### config.mk
export PLATFORM = sky130hd
export DESIGN_NAME = sel_spi_err
export DESIGN_NICKNAME = d
export VERILOG_FILES = /design/src/sel_spi_err.v
export VERILOG_INCLUDE_DIRS = /design/src /design/src/include
export SDC_FILE = /design/constraint.sdc
export NUM_CORES = 1
export LEC_CHECK = 0
export BUFFER_PORTS_ARGS = -buffer_cell sky130_fd_sc_hd__clkbuf_2
export CORE_MARGIN = 8
export CORE_UTILIZATION = 45
export DETAILED_ROUTE_END_ITERATION = 8
export SLEW_MARGIN = 5
export SYNTH_ARGS = -nofsm -noshare
export SYNTH_HDL_FRONTEND = slang
export SYNTH_SLANG_ARGS = --single-unit
### constraint.sdc
create_clock -name clk -period 4.45 [get_ports clk]
set_input_delay 1.1125 -clock clk [delete_from_list [all_inputs] [get_ports clk]]
set_output_delay 1.1125 -clock clk [all_outputs]
set_load 0.005 [all_outputs]
### src/include/sel_spi_map.vh
// constants for the serial link error and request logic
// assumes a 100 MHz system clock; included by bare name
`ifndef SEL_SPI_MAP_VH
`define SEL_SPI_MAP_VH

// timing
`define SEL_CLK_NS 10
`define SEL_SCK_HALF_NS 80
`define SEL_SCK_HALF_CYC (`SEL_SCK_HALF_NS / `SEL_CLK_NS)
`define SEL_DIV_W 4

// frame layout
`define SEL_BITS 8
`define SEL_MSB 7
`define SEL_CNT_W 4
`define SEL_CNT_BIT1 4'h6
`define SEL_CNT_LAST_P1 4'h7
`define SEL_CNT_LAST_P0 4'h8

// pin bit positions in the synchroniser vector
`define SEL_PIN_SCK 0
`define SEL_PIN_MOSI 1
`define SEL_PIN_MISO 2
`define SEL_PIN_SSN 3
`define SEL_PIN_N 4

// reset values
`define SEL_RST_BYTE 8'h00
`define SEL_RST_CNT 4'h0
`define SEL_RST_DIV 4'h0
`define SEL_RST_PINS 4'h8

// transmit queue
`define SEL_FIFO_W 8
`define SEL_FIFO_D 8
`define SEL_FIFO_AW 3

`endif

### src/sel_spi_err.v
// serial link core with error detection and cpu request generation,
// plus the transmit queue that feeds its transmit data register.
// assumes all control/status strobes come from logic on clk, and the
// link pins come from outside and are synchronised here.
`timescale 1ns/10ps
`include "sel_spi_map.vh"

module sel_fifo #(
  parameter W = `SEL_FIFO_W,
  parameter D = `SEL_FIFO_D,
  parameter AW = `SEL_FIFO_AW
) (
  input wire clk, // system clock
  input wire reset, // synchronous, active high
  input wire in_valid, // writer offers a word
  output wire in_ready, // queue has room
  input wire [W-1:0] in_data, // word offered
  output wire out_valid, // queue holds a word
  input wire out_ready, // reader takes the word
  output wire [W-1:0] out_data // oldest word
);
  reg [W-1:0] mem [0:D-1];
  reg [AW-1:0] wr_ptr_reg;
  reg [AW-1:0] rd_ptr_reg;
  reg [AW:0] count_reg;
  wire push;
  wire pop;
  localparam [AW:0] DEPTH = D;

  assign in_ready = (count_reg != DEPTH);
  assign out_valid = (count_reg != {(AW+1){1'b0}});
  assign out_data = mem[rd_ptr_reg];
  assign push = in_valid && in_ready;
  assign pop = out_valid && out_ready;

  always @(posedge clk) begin
    if (push) begin
      mem[wr_ptr_reg] <= in_data;
    end
  end

  always @(posedge clk) begin
    if (reset) begin
      wr_ptr_reg <= {AW{1'b0}};
      rd_ptr_reg <= {AW{1'b0}};
      count_reg <= {(AW+1){1'b0}};
    end else begin
      if (push) begin
        wr_ptr_reg <= wr_ptr_reg + 1'b1;
      end
      if (pop) begin
        rd_ptr_reg <= rd_ptr_reg + 1'b1;
      end
      if (push && !pop) begin
        count_reg <= count_reg + 1'b1;
      end else if (pop && !push) begin
        count_reg <= count_reg - 1'b1;
      end
    end
  end
endmodule

// How it works
// overflow sets if receive register is unread at the bit-1 capture
// while overflow is set, received bytes are dropped and receive-full stays
// overflow clears by status read, then data read
// one error enable gates overflow and mode fault onto the receive request
// master drives clock and mosi, slave drives miso; reversed when slave
// mode fault sets only with fault detect enabled; disabling keeps the flag
// master fault: link off, tx empty set, counter cleared, pins freed
// slave fault when select rises during a transfer
// phase 0 starts on select fall; phase 1 on first clock edge
// phase 0 select then deselect faults even without clock edges
// mode fault leaves master select unchanged; it is inert while disabled
// slave fault neither disables the link nor resets other logic
// deselected slave floats miso and ignores all clock edges
// mode fault clears by status read seeing it, then control write
// transmit request needs tx empty, its enable and link enable
// receive request needs receive-full and its enable, regardless of link
// receive-full clears by status read with it set, then data read
// only a transmit data register load clears tx empty
// receive-full sets when a byte moves into the receive register
// tx empty sets when the transmit register moves into the shifter
// polling software rereads status after data read to catch overflow
// link disabled sets tx empty, aborts, clears shifter and frees pins
// all flags and requests run on clk; pins are synchronised first
module sel_spi_err (
  input wire clk, // system clock, 100 MHz
  input wire reset, // synchronous, active high
  input wire ctrl_wr, // pulse: control register write
  input wire ctrl_wr_link_enable, // link enable value written
  input wire master_select, // 1 master, 0 slave
  input wire clock_phase, // transmission format
  input wire clock_polarity, // idle level of the serial clock
  input wire fault_detect_enable, // allows mode fault
  input wire error_irq_enable, // gates overflow and mode fault
  input wire tx_irq_enable, // gates tx empty
  input wire rx_irq_enable, // gates receive-full
  input wire status_rd, // pulse: status register read
  input wire data_rd, // pulse: receive data register read
  input wire tx_in_valid, // transmit byte offered
  output wire tx_in_ready, // transmit queue has room
  input wire [7:0] tx_in_data, // transmit byte
  output wire [7:0] rx_data, // receive data register
  output wire link_enable, // link enable state
  output wire tx_empty_flag, // transmit register empty
  output wire rx_full_flag, // receive register full
  output wire overflow_flag, // receive overflow
  output wire mode_fault_flag, // select pin inconsistent with mode
  output wire tx_irq, // transmitter request
  output wire rx_err_irq, // receiver/error request
  input wire serial_clock_pin_in, // clock pin level
  output wire serial_clock_pin_out, // clock driven as master
  output wire serial_clock_pin_oe, // clock pin driven
  input wire mosi_in, // master-out pin level
  output wire mosi_out, // master-out data
  output wire mosi_oe, // master-out driven
  input wire miso_in, // master-in pin level
  output wire miso_out, // slave-out data
  output wire miso_oe, // slave-out driven
  input wire ss_n_in // slave select pin, active low
);
  reg [`SEL_PIN_N-1:0] pin_meta_reg;
  reg [`SEL_PIN_N-1:0] pin_sync_reg;
  reg sck_prev_reg;
  reg ss_prev_reg;
  reg link_en_reg;
  reg tx_empty_reg;
  reg rx_full_reg;
  reg ovf_reg;
  reg mode_fault_flag_reg;
  reg rx_arm_reg;
  reg ovf_arm_reg;
  reg mode_fault_flag_arm_reg;
  reg [7:0] tdr_reg;
  reg [7:0] rdr_reg;
  reg [7:0] tx_sh_reg;
  reg [7:0] rx_sh_reg;
  reg [`SEL_CNT_W-1:0] bit_cnt_reg;
  reg active_reg;
  reg [`SEL_DIV_W-1:0] div_cnt_reg;
  reg sck_out_reg;

  wire [`SEL_PIN_N-1:0] pins_in;
  wire [`SEL_PIN_N-1:0] pins_rst;
  wire ss_rise;
  wire sck_s;
  wire ss_s;
  wire din;
  wire is_master;
  wire slave_mode;
  wire slave_sel;
  wire s_lead;
  wire s_trail;
  wire ss_fall;
  wire m_tick;
  wire m_lead;
  wire m_trail;
  wire lead_ev;
  wire trail_ev;
  wire capture_ev;
  wire shift_ev;
  wire done;
  wire m_start;
  wire s_start;
  wire start;
  wire master_fault;
  wire slave_fault;
  wire fault_cond;
  wire ovf_set;
  wire rx_set;
  wire mode_fault_flag_set;
  wire tdr_load;
  wire fifo_valid;
  wire [7:0] fifo_data;
  wire [7:0] rx_word;

  // transmit queue: drains only while the transmit register is empty
  sel_fifo #(
    .W(`SEL_FIFO_W),
    .D(`SEL_FIFO_D),
    .AW(`SEL_FIFO_AW)
  ) u_txq (
    .clk(clk),
    .reset(reset),
    .in_valid(tx_in_valid),
    .in_ready(tx_in_ready),
    .in_data(tx_in_data),
    .out_valid(fifo_valid),
    .out_ready(tdr_load),
    .out_data(fifo_data)
  );

  assign pins_in = {ss_n_in, miso_in, mosi_in, serial_clock_pin_in};
  assign pins_rst = `SEL_RST_PINS;

  // two-stage synchroniser per pin; only stage two is read
  genvar gi;
  generate
    for (gi = 0; gi < `SEL_PIN_N; gi = gi + 1) begin : g_sync
      always @(posedge clk) begin
        if (reset) begin
          pin_meta_reg[gi] <= pins_rst[gi];
          pin_sync_reg[gi] <= pins_rst[gi];
        end else begin
          pin_meta_reg[gi] <= pins_in[gi];
          pin_sync_reg[gi] <= pin_meta_reg[gi];
        end
      end
    end
  endgenerate

  assign sck_s = pin_sync_reg[`SEL_PIN_SCK];
  assign ss_s = pin_sync_reg[`SEL_PIN_SSN];

  // master select only matters while the link is on
  assign is_master = link_en_reg && master_select;
  assign slave_mode = link_en_reg && !master_select;
  assign slave_sel = slave_mode && !ss_s;
  assign din = is_master ? pin_sync_reg[`SEL_PIN_MISO] :
               pin_sync_reg[`SEL_PIN_MOSI];

  assign s_lead = (sck_s != clock_polarity) &&
                  (sck_prev_reg == clock_polarity);
  assign s_trail = (sck_s == clock_polarity) &&
                   (sck_prev_reg != clock_polarity);
  assign ss_fall = ss_prev_reg && !ss_s;
  assign ss_rise = !ss_prev_reg && ss_s;

  assign m_tick = is_master && active_reg &&
                  (div_cnt_reg == `SEL_SCK_HALF_CYC - 1);
  assign m_lead = m_tick && (sck_out_reg == clock_polarity);
  assign m_trail = m_tick && (sck_out_reg != clock_polarity);

  // a deselected slave sees no clock edges at all
  assign lead_ev = is_master ? m_lead :
                   (slave_sel && active_reg && s_lead);
  assign trail_ev = is_master ? m_trail :
                    (slave_sel && active_reg && s_trail);
  assign capture_ev = clock_phase ? trail_ev : lead_ev;
  assign shift_ev = clock_phase ? lead_ev : trail_ev;

  // phase 0 ends on the return to idle after bit 8, phase 1 with bit 8
  assign done = trail_ev &&
    ((clock_phase && bit_cnt_reg == `SEL_CNT_LAST_P1) ||
     (!clock_phase && bit_cnt_reg == `SEL_CNT_LAST_P0));

  assign m_start = is_master && !active_reg && !tx_empty_reg &&
                   !master_fault;
  assign s_start = (!clock_phase && slave_mode && ss_fall) ||
                   (clock_phase && slave_sel && !active_reg &&
                    s_lead);
  assign start = m_start || s_start;

  assign master_fault = is_master && fault_detect_enable && !ss_s;
  // the rising edge, not the level: enabling detection later must not
  // fault on a deselect that already happened
  assign slave_fault = slave_mode && fault_detect_enable && ss_rise &&
                       active_reg;
  assign fault_cond = master_fault || slave_fault;
  assign mode_fault_flag_set = fault_cond;

  assign ovf_set = capture_ev && bit_cnt_reg == `SEL_CNT_BIT1 &&
                   rx_full_reg;
  assign rx_word = clock_phase ? {rx_sh_reg[6:0], din} : rx_sh_reg;
  assign rx_set = done && !ovf_reg && !ovf_set;

  assign tdr_load = fifo_valid && tx_empty_reg && link_en_reg &&
                    !master_fault;

  always @(posedge clk) begin
    if (reset) begin
      sck_prev_reg <= 1'b0;
      ss_prev_reg <= 1'b1;
    end else begin
      sck_prev_reg <= sck_s;
      ss_prev_reg <= ss_s;
    end
  end

  // link enable: a master fault overrides a simultaneous write
  always @(posedge clk) begin
    if (reset) begin
      link_en_reg <= 1'b0;
    end else if (master_fault) begin
      link_en_reg <= 1'b0;
    end else if (ctrl_wr) begin
      link_en_reg <= ctrl_wr_link_enable;
    end
  end

  // transfer sequencing, shifters and master clock
  always @(posedge clk) begin
    if (reset) begin
      active_reg <= 1'b0;
      bit_cnt_reg <= `SEL_RST_CNT;
      tx_sh_reg <= `SEL_RST_BYTE;
      rx_sh_reg <= `SEL_RST_BYTE;
      div_cnt_reg <= `SEL_RST_DIV;
      sck_out_reg <= 1'b0;
    end else if (!link_en_reg || master_fault) begin
      active_reg <= 1'b0;
      bit_cnt_reg <= `SEL_RST_CNT;
      tx_sh_reg <= `SEL_RST_BYTE;
      rx_sh_reg <= `SEL_RST_BYTE;
      div_cnt_reg <= `SEL_RST_DIV;
      sck_out_reg <= clock_polarity;
    end else if (start) begin
      active_reg <= 1'b1;
      bit_cnt_reg <= `SEL_RST_CNT;
      div_cnt_reg <= `SEL_RST_DIV;
      sck_out_reg <= clock_polarity;
      // with nothing queued the slave resends the old shifter contents
      if (!tx_empty_reg) begin
        tx_sh_reg <= tdr_reg;
      end
    end else if (active_reg) begin
      if (is_master) begin
        if (m_tick) begin
          div_cnt_reg <= `SEL_RST_DIV;
          sck_out_reg <= !sck_out_reg;
        end else begin
          div_cnt_reg <= div_cnt_reg + 1'b1;
        end
      end
      if (capture_ev) begin
        rx_sh_reg <= {rx_sh_reg[6:0], din};
        bit_cnt_reg <= bit_cnt_reg + 1'b1;
      end
      if (shift_ev && bit_cnt_reg != `SEL_RST_CNT &&
          bit_cnt_reg != `SEL_CNT_LAST_P0) begin
        tx_sh_reg <= {tx_sh_reg[6:0], 1'b0};
      end
      if (done) begin
        active_reg <= 1'b0;
        bit_cnt_reg <= `SEL_RST_CNT;
      end
    end else begin
      sck_out_reg <= clock_polarity;
    end
  end

  // transmit data register and its empty flag; sets win over the load
  always @(posedge clk) begin
    if (reset) begin
      tdr_reg <= `SEL_RST_BYTE;
      tx_empty_reg <= 1'b1;
    end else if (!link_en_reg || master_fault) begin
      tx_empty_reg <= 1'b1;
    end else if (start && !tx_empty_reg) begin
      tx_empty_reg <= 1'b1;
    end else if (tdr_load) begin
      tdr_reg <= fifo_data;
      tx_empty_reg <= 1'b0;
    end
  end

  // receive data register and receive-full flag
  always @(posedge clk) begin
    if (reset) begin
      rdr_reg <= `SEL_RST_BYTE;
      rx_full_reg <= 1'b0;
      rx_arm_reg <= 1'b0;
    end else begin
      if (rx_set) begin
        rdr_reg <= rx_word;
        rx_full_reg <= 1'b1;
      end else if (data_rd && rx_arm_reg) begin
        rx_full_reg <= 1'b0;
      end
      if (status_rd) begin
        rx_arm_reg <= rx_full_reg;
      end else if (data_rd) begin
        rx_arm_reg <= 1'b0;
      end
    end
  end

  // overflow flag: survives link disable, only reset or the read pair
  always @(posedge clk) begin
    if (reset) begin
      ovf_reg <= 1'b0;
      ovf_arm_reg <= 1'b0;
    end else begin
      if (ovf_set) begin
        ovf_reg <= 1'b1;
      end else if (data_rd && ovf_arm_reg) begin
        ovf_reg <= 1'b0;
      end
      if (status_rd) begin
        ovf_arm_reg <= ovf_reg;
      end else if (data_rd) begin
        ovf_arm_reg <= 1'b0;
      end
    end
  end

  // mode fault flag: any fault during the clear sequence cancels it
  always @(posedge clk) begin
    if (reset) begin
      mode_fault_flag_reg <= 1'b0;
      mode_fault_flag_arm_reg <= 1'b0;
    end else begin
      if (mode_fault_flag_set) begin
        mode_fault_flag_reg <= 1'b1;
      end else if (ctrl_wr && mode_fault_flag_arm_reg) begin
        mode_fault_flag_reg <= 1'b0;
      end
      if (fault_cond) begin
        mode_fault_flag_arm_reg <= 1'b0;
      end else if (status_rd) begin
        mode_fault_flag_arm_reg <= mode_fault_flag_reg;
      end else if (ctrl_wr) begin
        mode_fault_flag_arm_reg <= 1'b0;
      end
    end
  end

  assign rx_data = rdr_reg;
  assign link_enable = link_en_reg;
  assign tx_empty_flag = tx_empty_reg;
  assign rx_full_flag = rx_full_reg;
  assign overflow_flag = ovf_reg;
  assign mode_fault_flag = mode_fault_flag_reg;

  assign tx_irq = tx_empty_reg && tx_irq_enable && link_en_reg;
  assign rx_err_irq = (rx_full_reg && rx_irq_enable) ||
    (error_irq_enable && (ovf_reg || mode_fault_flag_reg));

  // pin directions; port logic owns the pins while the link is off
  assign serial_clock_pin_out = sck_out_reg;
  assign serial_clock_pin_oe = is_master;
  assign mosi_out = tx_sh_reg[`SEL_MSB];
  assign mosi_oe = is_master;
  assign miso_out = tx_sh_reg[`SEL_MSB];
  assign miso_oe = slave_sel;
endmodule
### Yosys cells after proc, flatten, opt, wreduce, memory -nomap -nowiden

Memory sizes are Yosys's and may differ from the RTL's. A register that Yosys moved wholly into a read port is not among the register bits.
Cells that the tools add are included.

| word-level totals | value |
|---|---|
| latch bits | 0 |
| memory bits (writable) | 64 |
| register bits after elaboration | 62 |
| input port bits | 26 |
| output and inout port bits | 22 |
| ROM bits | 0 |
| memories kept | 1 |
| word-level logic and storage cells | 182 |

| cells by class | value |
|---|---|
| $add $sub $neg | 6 |
| divide/modulo/power cells | 0 |
| multiplexer cells | 36 |
| eq/ne operators | 15 |
| $lt $le $gt $ge | 0 |
| shift operators | 0 |
| bitwise logic cells | 3 |
| $mul | 0 |
| reduce and logical (&&, ||, !) cells | 93 |

Memories:

| name | words | width | read ports | clocked after memory_dff | wr ports | RTL line | RTL |
|---|---|---|---|---|---|---|---|
| u_txq.mem | 8 | 8 | 1 | 1 | 1 | sel_spi_err.v:22 | `reg [W-1:0] mem [0:D-1];` |

Operator list:

| kind | count |
|---|---|
| 1-bit logical AND | 51 |
| 8-bit 2-to-1 mux | 5 |
| 1-bit 2-to-1 mux | 26 |
| 4-bit 2-to-1 mux | 5 |
| 2-bit nonzero test | 9 |
| 1-bit logical NOT | 13 |
| 4-bit by 1-bit adder with 4-bit output, second input constant | 3 |
| 4-bit by 3-bit equality test with 1-bit output, second input constant | 3 |
| 3-bit AND reduction | 3 |
| 4-bit by 1-bit != test with 1-bit output, second input constant | 2 |
| 4-bit != test, second input constant | 2 |
| 4-bit nonzero test | 2 |
| 1-bit logical OR | 7 |
| 3-bit by 1-bit adder with 3-bit output, second input constant | 2 |
| 2-bit AND reduction | 3 |
| 2-bit OR reduction | 3 |
| 3-bit OR reduction | 2 |
| 4-bit equality test, second input constant | 1 |
| 4-bit by 1-bit subtractor with 4-bit output, second input constant | 1 |
| 1-bit equality test | 3 |
| 1-bit != test | 3 |
| 1-bit NOT | 3 |
| 2-bit != test, second input constant | 1 |

### Logic depth before layout (Yosys ltp)

Gate-level depths: netlist of the first run.

| depth | value |
|---|---|
| depth after elaboration | 12 |
| gate-level depth with buffers | 12 |
| gate-level depth less buffers | 10 |

### Modules after synthesis

A second synthesis of the first run with hierarchy kept.

| second synthesis, totals | value |
|---|---|
| cells, all modules | 483 |
| area, all modules | 6023.3 sq um |

By module, submodules not included:

| module | cells each | instances | seq. area each (sq um) | area an instance (sq um) |
|---|---|---|---|---|
| sel_fifo | 166 | 1 | 2182.1 | 3116.7 |
| sel_spi_err | 317 | 1 | 1201.2 | 2906.5 |

### Worst setup path after synthesis of the first run

Ideal clock, no wire load.

| timing | value |
|---|---|
| path type | input -> register |
| from | input master_select |
| to | register u_txq.count_reg[3] |
| setup time | 70 ps |
| path buffers | 2 |
| slack | 982 ps |
| arrival | 3398 ps |
| data required time | 4380 ps |
| stages on the path | 12 |
| cell sequence | buf_2 > nand3b_1 > nand3_1 > clkbuf_1 > ha_1 > inv_1 > ha_1 > a21o_1 > a21oi_1 > xnor2_1 > or3_1 > a21oi_1 |

| between the ends | value |
|---|---|
| cells in the longest elaborated chain, start to end | 9 |

Ends and longest elaborated chain:

| element | RTL line | RTL |
|---|---|---|
| from (decl) | sel_spi_err.v:92 | `input wire master_select,` |
| 1-bit logical AND (*) | sel_spi_err.v:217 | `assign is_master = link_en_reg && master_select;` |
| 1-bit logical AND (*) (2 in series) | sel_spi_err.v:255 | `assign master_fault = is_master && fault_detect_enable && !ss_s;` |
| 1-bit logical NOT (*) | sel_spi_err.v:269 | `!master_fault;` |
| 1-bit logical AND (*) | sel_spi_err.v:268 | `assign tdr_load = fifo_valid && tx_empty_reg && link_en_reg &&` |
| 1-bit logical AND (*) | sel_spi_err.v:34 | `assign pop = out_valid && out_ready;` |
| 1-bit logical NOT | sel_spi_err.v:54 | `if (push && !pop) begin` |
| 1-bit logical AND | sel_spi_err.v:54 |  |
| 4-bit 2-to-1 mux / 2-bit nonzero test (equally long branches) | -- |  |
| to (signal assigned) | sel_spi_err.v:46 | `count_reg <= {(AW+1){1'b0}};` |
| to (signal assigned) | sel_spi_err.v:55 | `count_reg <= count_reg + 1'b1;` |
| to (signal assigned) | sel_spi_err.v:57 | `count_reg <= count_reg - 1'b1;` |
| to (decl) | sel_spi_err.v:25 | `reg [AW:0] count_reg;` |

Every way passes the cells marked *; elsewhere a longest branch is shown, timed or not.
A chain may end at the register's enable or synchronous reset.

### Final worst setup path of the first run

Ends and elaborated chain as after synthesis.

==> implementation parameters, run 1 <==
Parameter                              Value

Yosys
  Synthesized-area fraction occupied by adder cells    0.0228
  Post-synthesis compound-gate area fraction    0.0878
  Basic-gate share of the synthesized area counting and, or, nand and nor cells    0.145
  Yosys cell types    52
  Commonest register cell after synthesis    sky130_fd_sc_hd__dfxtp_1
  Area share of xor/xnor cells in the synthesized design    0.0165
  Average instance area after synthesis    12.0 sq um
  Net count of the mapped netlist    522
  Syn Std Cell Area    5830 sq um
  Post-synth EDFFs    64
  Register bit count reported by yosys    134
  Sequential share of the synthesized area    0.570
  Count of yosys warnings during synthesis    0
  Fraction of registers with async set/reset    0
  Fraction of synthesized area in multiplexers    0.131
  Synthesized netlist cell count    486
  Dominant combinational cell family by area after synthesis    simple AND/OR/NAND/NOR gates

Layout
  Area growth, synth to finish    15.6%
  Register Area    3320 sq um
  Number of flip-flops under the largest register name    64
  Share of cells above drive strength 1    0.211
  Number of nets at the end of the flow    567
  Area used by multi-input combinational logic    2360 sq um
  Fillers    1101
  Register with the most flip-flops    u_txq.mem
  Antenna diode instance count    0

Floorplanning
  Number of cell rows    41
  Chip width    130 um
  Starting density of the core    0.462
  CORE AREA    12600 sq um
  I/O pin cnt    48
  Die Y-Extent    130 um
  Total die area    16800 sq um

Worst setup path
  Critical Path Max Stage Delay    0.30 ns
  Crit path required time    4.79 ns
  Top fanout value on the critical path    19
  Critical path type    in -> reg
  Worst-path cell chain    clkbuf_2 -> nand3b_1 -> nand3_1 -> buf_4 -> ha_1 -> inv_1 -> ha_1 -> a21o_1 -> a21oi_1 -> xnor2_1 -> or3_1 -> a21oi_1
  Source of the critical timing path    master_select
  Crit path max-delay family    simple AND/OR/NAND/NOR gates
  Data arrival, critical path    3.37 ns
  Cell with the biggest individual delay on the critical path    sky130_fd_sc_hd__ha_1
  Worst r2r src    u_txq.count_reg[0]
  Sort of element at the start of the critical path    input port
  Endpoint type of the worst setup path    flip-flop
  Buffers plus inverters on the worst setup path    3

Clock network
  Insertion delay of the later-clocked pin in the worst-skew pair    0.42 ns
  Clock tree sinks    134
  Gates resized, CTS repair    0
  Root buffer cell    sky130_fd_sc_hd__clkbuf_16
  Clock-pin slew of the registers on the worst-case setup and hold paths    0.06 ns
  Maximum level of the CTS H-tree    4
  Cts-stage hold buffer count    0
  CTS tree    yes
  CTS Buffer Depth    2
  Number of buffers inserted by post-CTS setup repair    0
  Clock buffer count from CTS    17

Global routing
  Pin count of the biggest net entering global routing    54
  Wire length of the first global-routing pass    19500 um
  Total Routing Usage GR    0.153
  Number of global-route vias before repair    3810
  Initial antenna violation count    0
  Total congestion overflow    0

Power
  Clock power frac    0.420
  Power, Total    3.04 mW
  Sequential share of power    0.464
  Leakage    2.44 nW
  Comb power frac    0.116
  Worst vdd ir    0.370 mV
  Switching power of the nets    0.737 mW
  Power density of the placed cells    451 nW/um^2
  Switch share    0.242
  Cell-internal power    2.30 mW

STA
  Fin Clk Skew    0.00854 ns
  Setup violators final    0
  Minimum clock period after layout    3.03 ns
  Worst max-slew margin expressed relative to the limit    0.311
  Setup repair after global routing missed its margin    no
  Achievable frequency    331 MHz
  Final-layout setup total negative slack    0 ns
  Final-layout worst hold slack    0.434 ns
  Final hold vios    0
  Measured slew at the worst slew-check pin    1.03 ns
  Final period utilization    0.680
  Count of final max-slew check failures    0

Route
  Count of nets left with antenna violations after detail routing    0
  Violation count after the first detailed-route iteration    166
  Per-cell via count in the routed design    5.36
  Total via count after detailed routing    3836
  1st-pass router iterations    4
  DRC viols    0
  Total wire length    12000 um
  Detailed-route wire length per cell    16.8 um

Hold path
  Min-delay src    pin_meta_reg[2]
  Tightest Hold Check Type    reg -> reg

Placement
  Final weighted congestion in routability-driven placement    0.803
  Final HPWL DP    8140 um
  Port Buffers    47

Outcome
  Status    finished, final reports clean

Run
  Max_cap viols    0
[through the flow]
step | cells | util | area, sq um | setup slack (ns)
finish | 716 | 0.534 | 6740 | 1.42
global route | 716 | 0.534 | 6740 | 1.32
CTS | 716 | 0.534 | 6740 | 1.45
detailed placement | 684 | 0.491 | 6200 | 1.01
global placement | 684 | 0.491 | 6200 | 1.12
floorplan | 486 | - | 5830 | 0.982
[power groups by stage]
stage	Combinational, mW	Clock (mW)	Sequential [mW]
2_1_floorplan	0.271	0	1.42
3_3_place_gp	0.348	0	1.44
3_5_place_dp	0.357	0	1.44
4_1_cts	0.359	1.31	1.41
5_1_grt	0.397	1.37	1.42
6_report	0.352	1.28	1.41
[layout make-up]
class,instances,area share
Tap cell,172,0.0320
Timing Repair Buffer,51,0.0394
Sequential cell,134,0.493
Clock inverter,9,0.0119
Inverter,8,0.00446
Clock buffer,23,0.0680
Multi-Input combinational cell,319,0.351
[layout by cell type, fill, tap and decap left out, drive strengths merged, types with 3 or more instances in the layout]
master and instances:
and3 4, dfxtp 70, ha 9, mux4 16
or2 5, nand2b 7, nand2 25, clkbuf 70
a211o 3, a21oi 34, nor4bb 3, buf 4
nand3 20, mux2i 30, or3 3, a21o 8
a211oi 3, nor3b 4, o21ai 21, nand3b 5
nor3 7, nor2 55, xnor2 5, clkinv 5
xor2 6, edfxtp 64, nor2b 16, inv 9
mux2 7
[synth_stat cells, types with 3 or more instances]
master	n	share of area
sky130_fd_sc_hd__nand2_1	25	0.016
sky130_fd_sc_hd__xnor2_1	5	0.0075
sky130_fd_sc_hd__clkbuf_1	13	0.0084
sky130_fd_sc_hd__mux4_2	16	0.062
sky130_fd_sc_hd__and3_1	4	0.0043
sky130_fd_sc_hd__edfxtp_1	64	0.33
sky130_fd_sc_hd__mux2i_1	30	0.052
sky130_fd_sc_hd__nor3b_1	3	0.0039
sky130_fd_sc_hd__nand2b_1	7	0.0075
sky130_fd_sc_hd__nor2b_1	16	0.017
sky130_fd_sc_hd__ha_1	9	0.019
sky130_fd_sc_hd__mux2_4	7	0.018
sky130_fd_sc_hd__or3_1	3	0.0032
sky130_fd_sc_hd__nor4bb_1	3	0.0052
sky130_fd_sc_hd__dfxtp_1	70	0.24
sky130_fd_sc_hd__nand3b_1	5	0.0064
sky130_fd_sc_hd__nor3_1	7	0.0060
sky130_fd_sc_hd__a21oi_1	34	0.029
sky130_fd_sc_hd__or2_2	5	0.0054
sky130_fd_sc_hd__buf_2	6	0.0052
sky130_fd_sc_hd__nor2_1	55	0.035
sky130_fd_sc_hd__a21o_1	8	0.010
sky130_fd_sc_hd__o21ai_0	21	0.018
sky130_fd_sc_hd__buf_4	3	0.0039
sky130_fd_sc_hd__nand3_1	20	0.017
sky130_fd_sc_hd__xor2_1	6	0.0090
sky130_fd_sc_hd__inv_1	8	0.0052
sky130_fd_sc_hd__a211o_1	3	0.0045
[logic make-up (layout without fill, tap and decap cells)]
| kind of cell | after synthesis | after routing |
|---|---|---|
| and+or+nand+nor | 163 | 163 |
| DFF | 134 | 134 |
| AOI/OAI and AO/OA | 82 | 82 |
| muxes | 53 | 53 |
| buffers and inverters | 33 | 91 |
| xor gates and xnor gates | 11 | 11 |
| adders and majority gates | 10 | 10 |
[layer usage]
metal	share of wire	track usage	vias up
met5	0	0	-
met4	0.012	0.0710	0
met3	0.034	0.0461	10
met2	0.50	0.256	61
met1	0.45	0.178	1892
li1	-	-	1873
[worst paths after layout]
kind              slack [ns]                  to  cells after the start
setup reg to reg        1.67  u_txq.count_reg[3]                     11
hold reg to reg         0.43     pin_sync_reg[2]                      1
hold / removal          0.43     pin_sync_reg[2]                      1
setup / recovery        1.42  u_txq.count_reg[3]                     12
No activity file was read; power rests on OpenSTA's default activity.
==> inputs of run 2 (changes only) <==
==> constraint.sdc (replaced) <==
create_clock -name clk -period 3.2 [get_ports clk]
set_input_delay 0.8 -clock clk [delete_from_list [all_inputs] [get_ports clk]]
set_output_delay 0.8 -clock clk [all_outputs]
set_load 0.005 [all_outputs]
==> run 2 against run 1 <==
Clock power is 41% higher; largest power group unchanged; routed wire length fell by 1.2%; largest cell class unchanged; power is 40% higher; via count is essentially flat; critical endpoint is now rx_sh_reg[4]; clock skew rose by 0.00083 ns; sequential power is 39% higher; setup slack got worse by 0.85 ns; flip-flop and latch count unchanged; worst hold slack worse by 0.018 ns; combinational power is 42% higher.
==> implementation parameters, run 2 (same netlist as run 1, synthesis figures left out) <==
Parameter                              Value

Route
  Total wire length    11900 um
  Count of nets left with antenna violations after detail routing    0
  Violation count after the first detailed-route iteration    294
  Total via count after detailed routing    3834
  1st-pass router iterations    5
  DRC viols    0
  Detailed-route wire length per cell    16.2 um
  Per-cell via count in the routed design    5.24

Worst setup path
  Critical path type    in -> reg
  Top fanout value on the critical path    10
  Crit path max-delay family    simple AND/OR/NAND/NOR gates
  Cell repeated most along the worst path    sky130_fd_sc_hd__nor4_1
  Data arrival, critical path    2.97 ns
  Cell with the biggest individual delay on the critical path    sky130_fd_sc_hd__nor4_1
  Endpoint type of the worst setup path    flip-flop
  Critical Path Max Stage Delay    1.06 ns
  Worst-path cell chain    clkbuf_2 -> nand3_1 -> nor4_1 -> nor4_1 -> buf_4 -> o21ai_0 -> a21oi_1
  Crit path required time    3.54 ns
  Buffers plus inverters on the worst setup path    2
  Sort of element at the start of the critical path    input port

STA
  Setup violators final    0
  Final-layout worst hold slack    0.416 ns
  Measured slew at the worst slew-check pin    1.26 ns
  Final period utilization    0.822
  Fin Clk Skew    0.00938 ns
  Minimum clock period after layout    2.63 ns
  Worst max-slew margin expressed relative to the limit    0.155
  Final-layout setup total negative slack    0 ns
  Final hold vios    0
  Post-route setup slack    0.571 ns
  Count of final max-slew check failures    0
  Achievable frequency    380 MHz
  Setup repair after global routing missed its margin    no

Clock network
  CTS tree    yes
  Number of buffers inserted by post-CTS setup repair    0
  Cts-stage hold buffer count    0
  Clock-pin slew of the registers on the worst-case setup and hold paths    0.06 ns
  Insertion delay of the later-clocked pin in the worst-skew pair    0.41 ns
  Maximum level of the CTS H-tree    4
  CTS Buffer Depth    2
  Clock buffer count from CTS    17
  Root buffer cell    sky130_fd_sc_hd__clkbuf_16
  Gates resized, CTS repair    0
  Clock tree sinks    134

Layout
  Number of nets at the end of the flow    582
  Number of flip-flops under the largest register name    64
  Area growth, synth to finish    17.7%
  Antenna diode instance count    0
  Most frequent standard cell in the layout excluding fill and tap cells    sky130_fd_sc_hd__dfxtp_1
  Register with the most flip-flops    u_txq.mem
  Share of cells above drive strength 1    0.236
  Leading cell types in the layout, fill and taps excluded    sky130_fd_sc_hd__dfxtp_1, sky130_fd_sc_hd__edfxtp_1, sky130_fd_sc_hd__nor2_1
  Cell Count, Final, Fillers Out    731

Global routing
  Pin count of the biggest net entering global routing    53
  Initial antenna violation count    0
  Number of global-route vias before repair    3854
  Total Routing Usage GR    0.150
  Total congestion overflow    0
  Wire length of the first global-routing pass    19400 um

Power
  Power, Total    4.27 mW
  Worst vdd ir    0.486 mV
  Power density of the placed cells    622 nW/um^2
  Leakage    2.52 nW

Floorplanning
  Starting density of the core    0.462
  Die Y-Extent    130 um
  I/O pin cnt    48
  Chip width    130 um
  Total die area    16800 sq um
  Number of cell rows    41
  CORE AREA    12600 sq um

Run
  Max_cap viols    0

Placement
  Minimum setup slack after placement    0.218 ns
  Port Buffers    47
  Final weighted congestion in routability-driven placement    0.812
  Placed instance count    699
  Final HPWL DP    8220 um

Outcome
  Status    finished, final reports clean

Hold path
  Tightest Hold Check Type    reg -> reg
run 2: cell types whose count changed in the layout (fill, tap and decap cells not counted), sizes merged:
cell and change:
clkinv +1, buf +15, clkbuf -4, inv +3
run 2: final cells by class:
| type | instances | area [sq um] |
|---|---|---|
| Clock buffer | 19 | 433 |
| Inverter | 8 | 30.0 |
| Multi-Input combinational cell | 319 | 2350 |
| Clock inverter | 13 | 124 |
| Timing Repair Buffer | 66 | 378 |
| Fill cell | 1110 | 5760 |
| Tap cell | 172 | 215 |
| Sequential cell | 134 | 3320 |
run 2: path summary, 6_finish.rpt:
path	slack, ns	from	cells after the start	end
max reg2reg	0.63	div_cnt_reg[0]	7	rx_sh_reg[4]
min reg2reg	0.42	pin_meta_reg[3]	1	ss_s
max	0.57	master_select	7	rx_sh_reg[4]
min	0.42	pin_meta_reg[3]	1	ss_s
run 2: metrics by stage:
stage / utilization / area [sq um]
after CTS: 0.543 / 6860
after global routing: 0.543 / 6860
after global placement: 0.499 / 6300
after floorplan: - / 5830
after detailed placement: 0.499 / 6300
final: 0.543 / 6860
run 2: power breakdown:
group / switching [mW] / leakage (nW) / internal (mW)
logic: 0.260 / 1.10 / 0.241
clock network: 0.733 / 0.268 / 1.08
registers: 0.0639 / 1.15 / 1.89
total: 1.06 / 2.52 / 3.21
run 2: metal layers:
layer  global-route usage  wire length, um
met5                    0                0
met4               0.0437               46
met3               0.0477              579
met2                0.256             6020
met1                0.178             5230
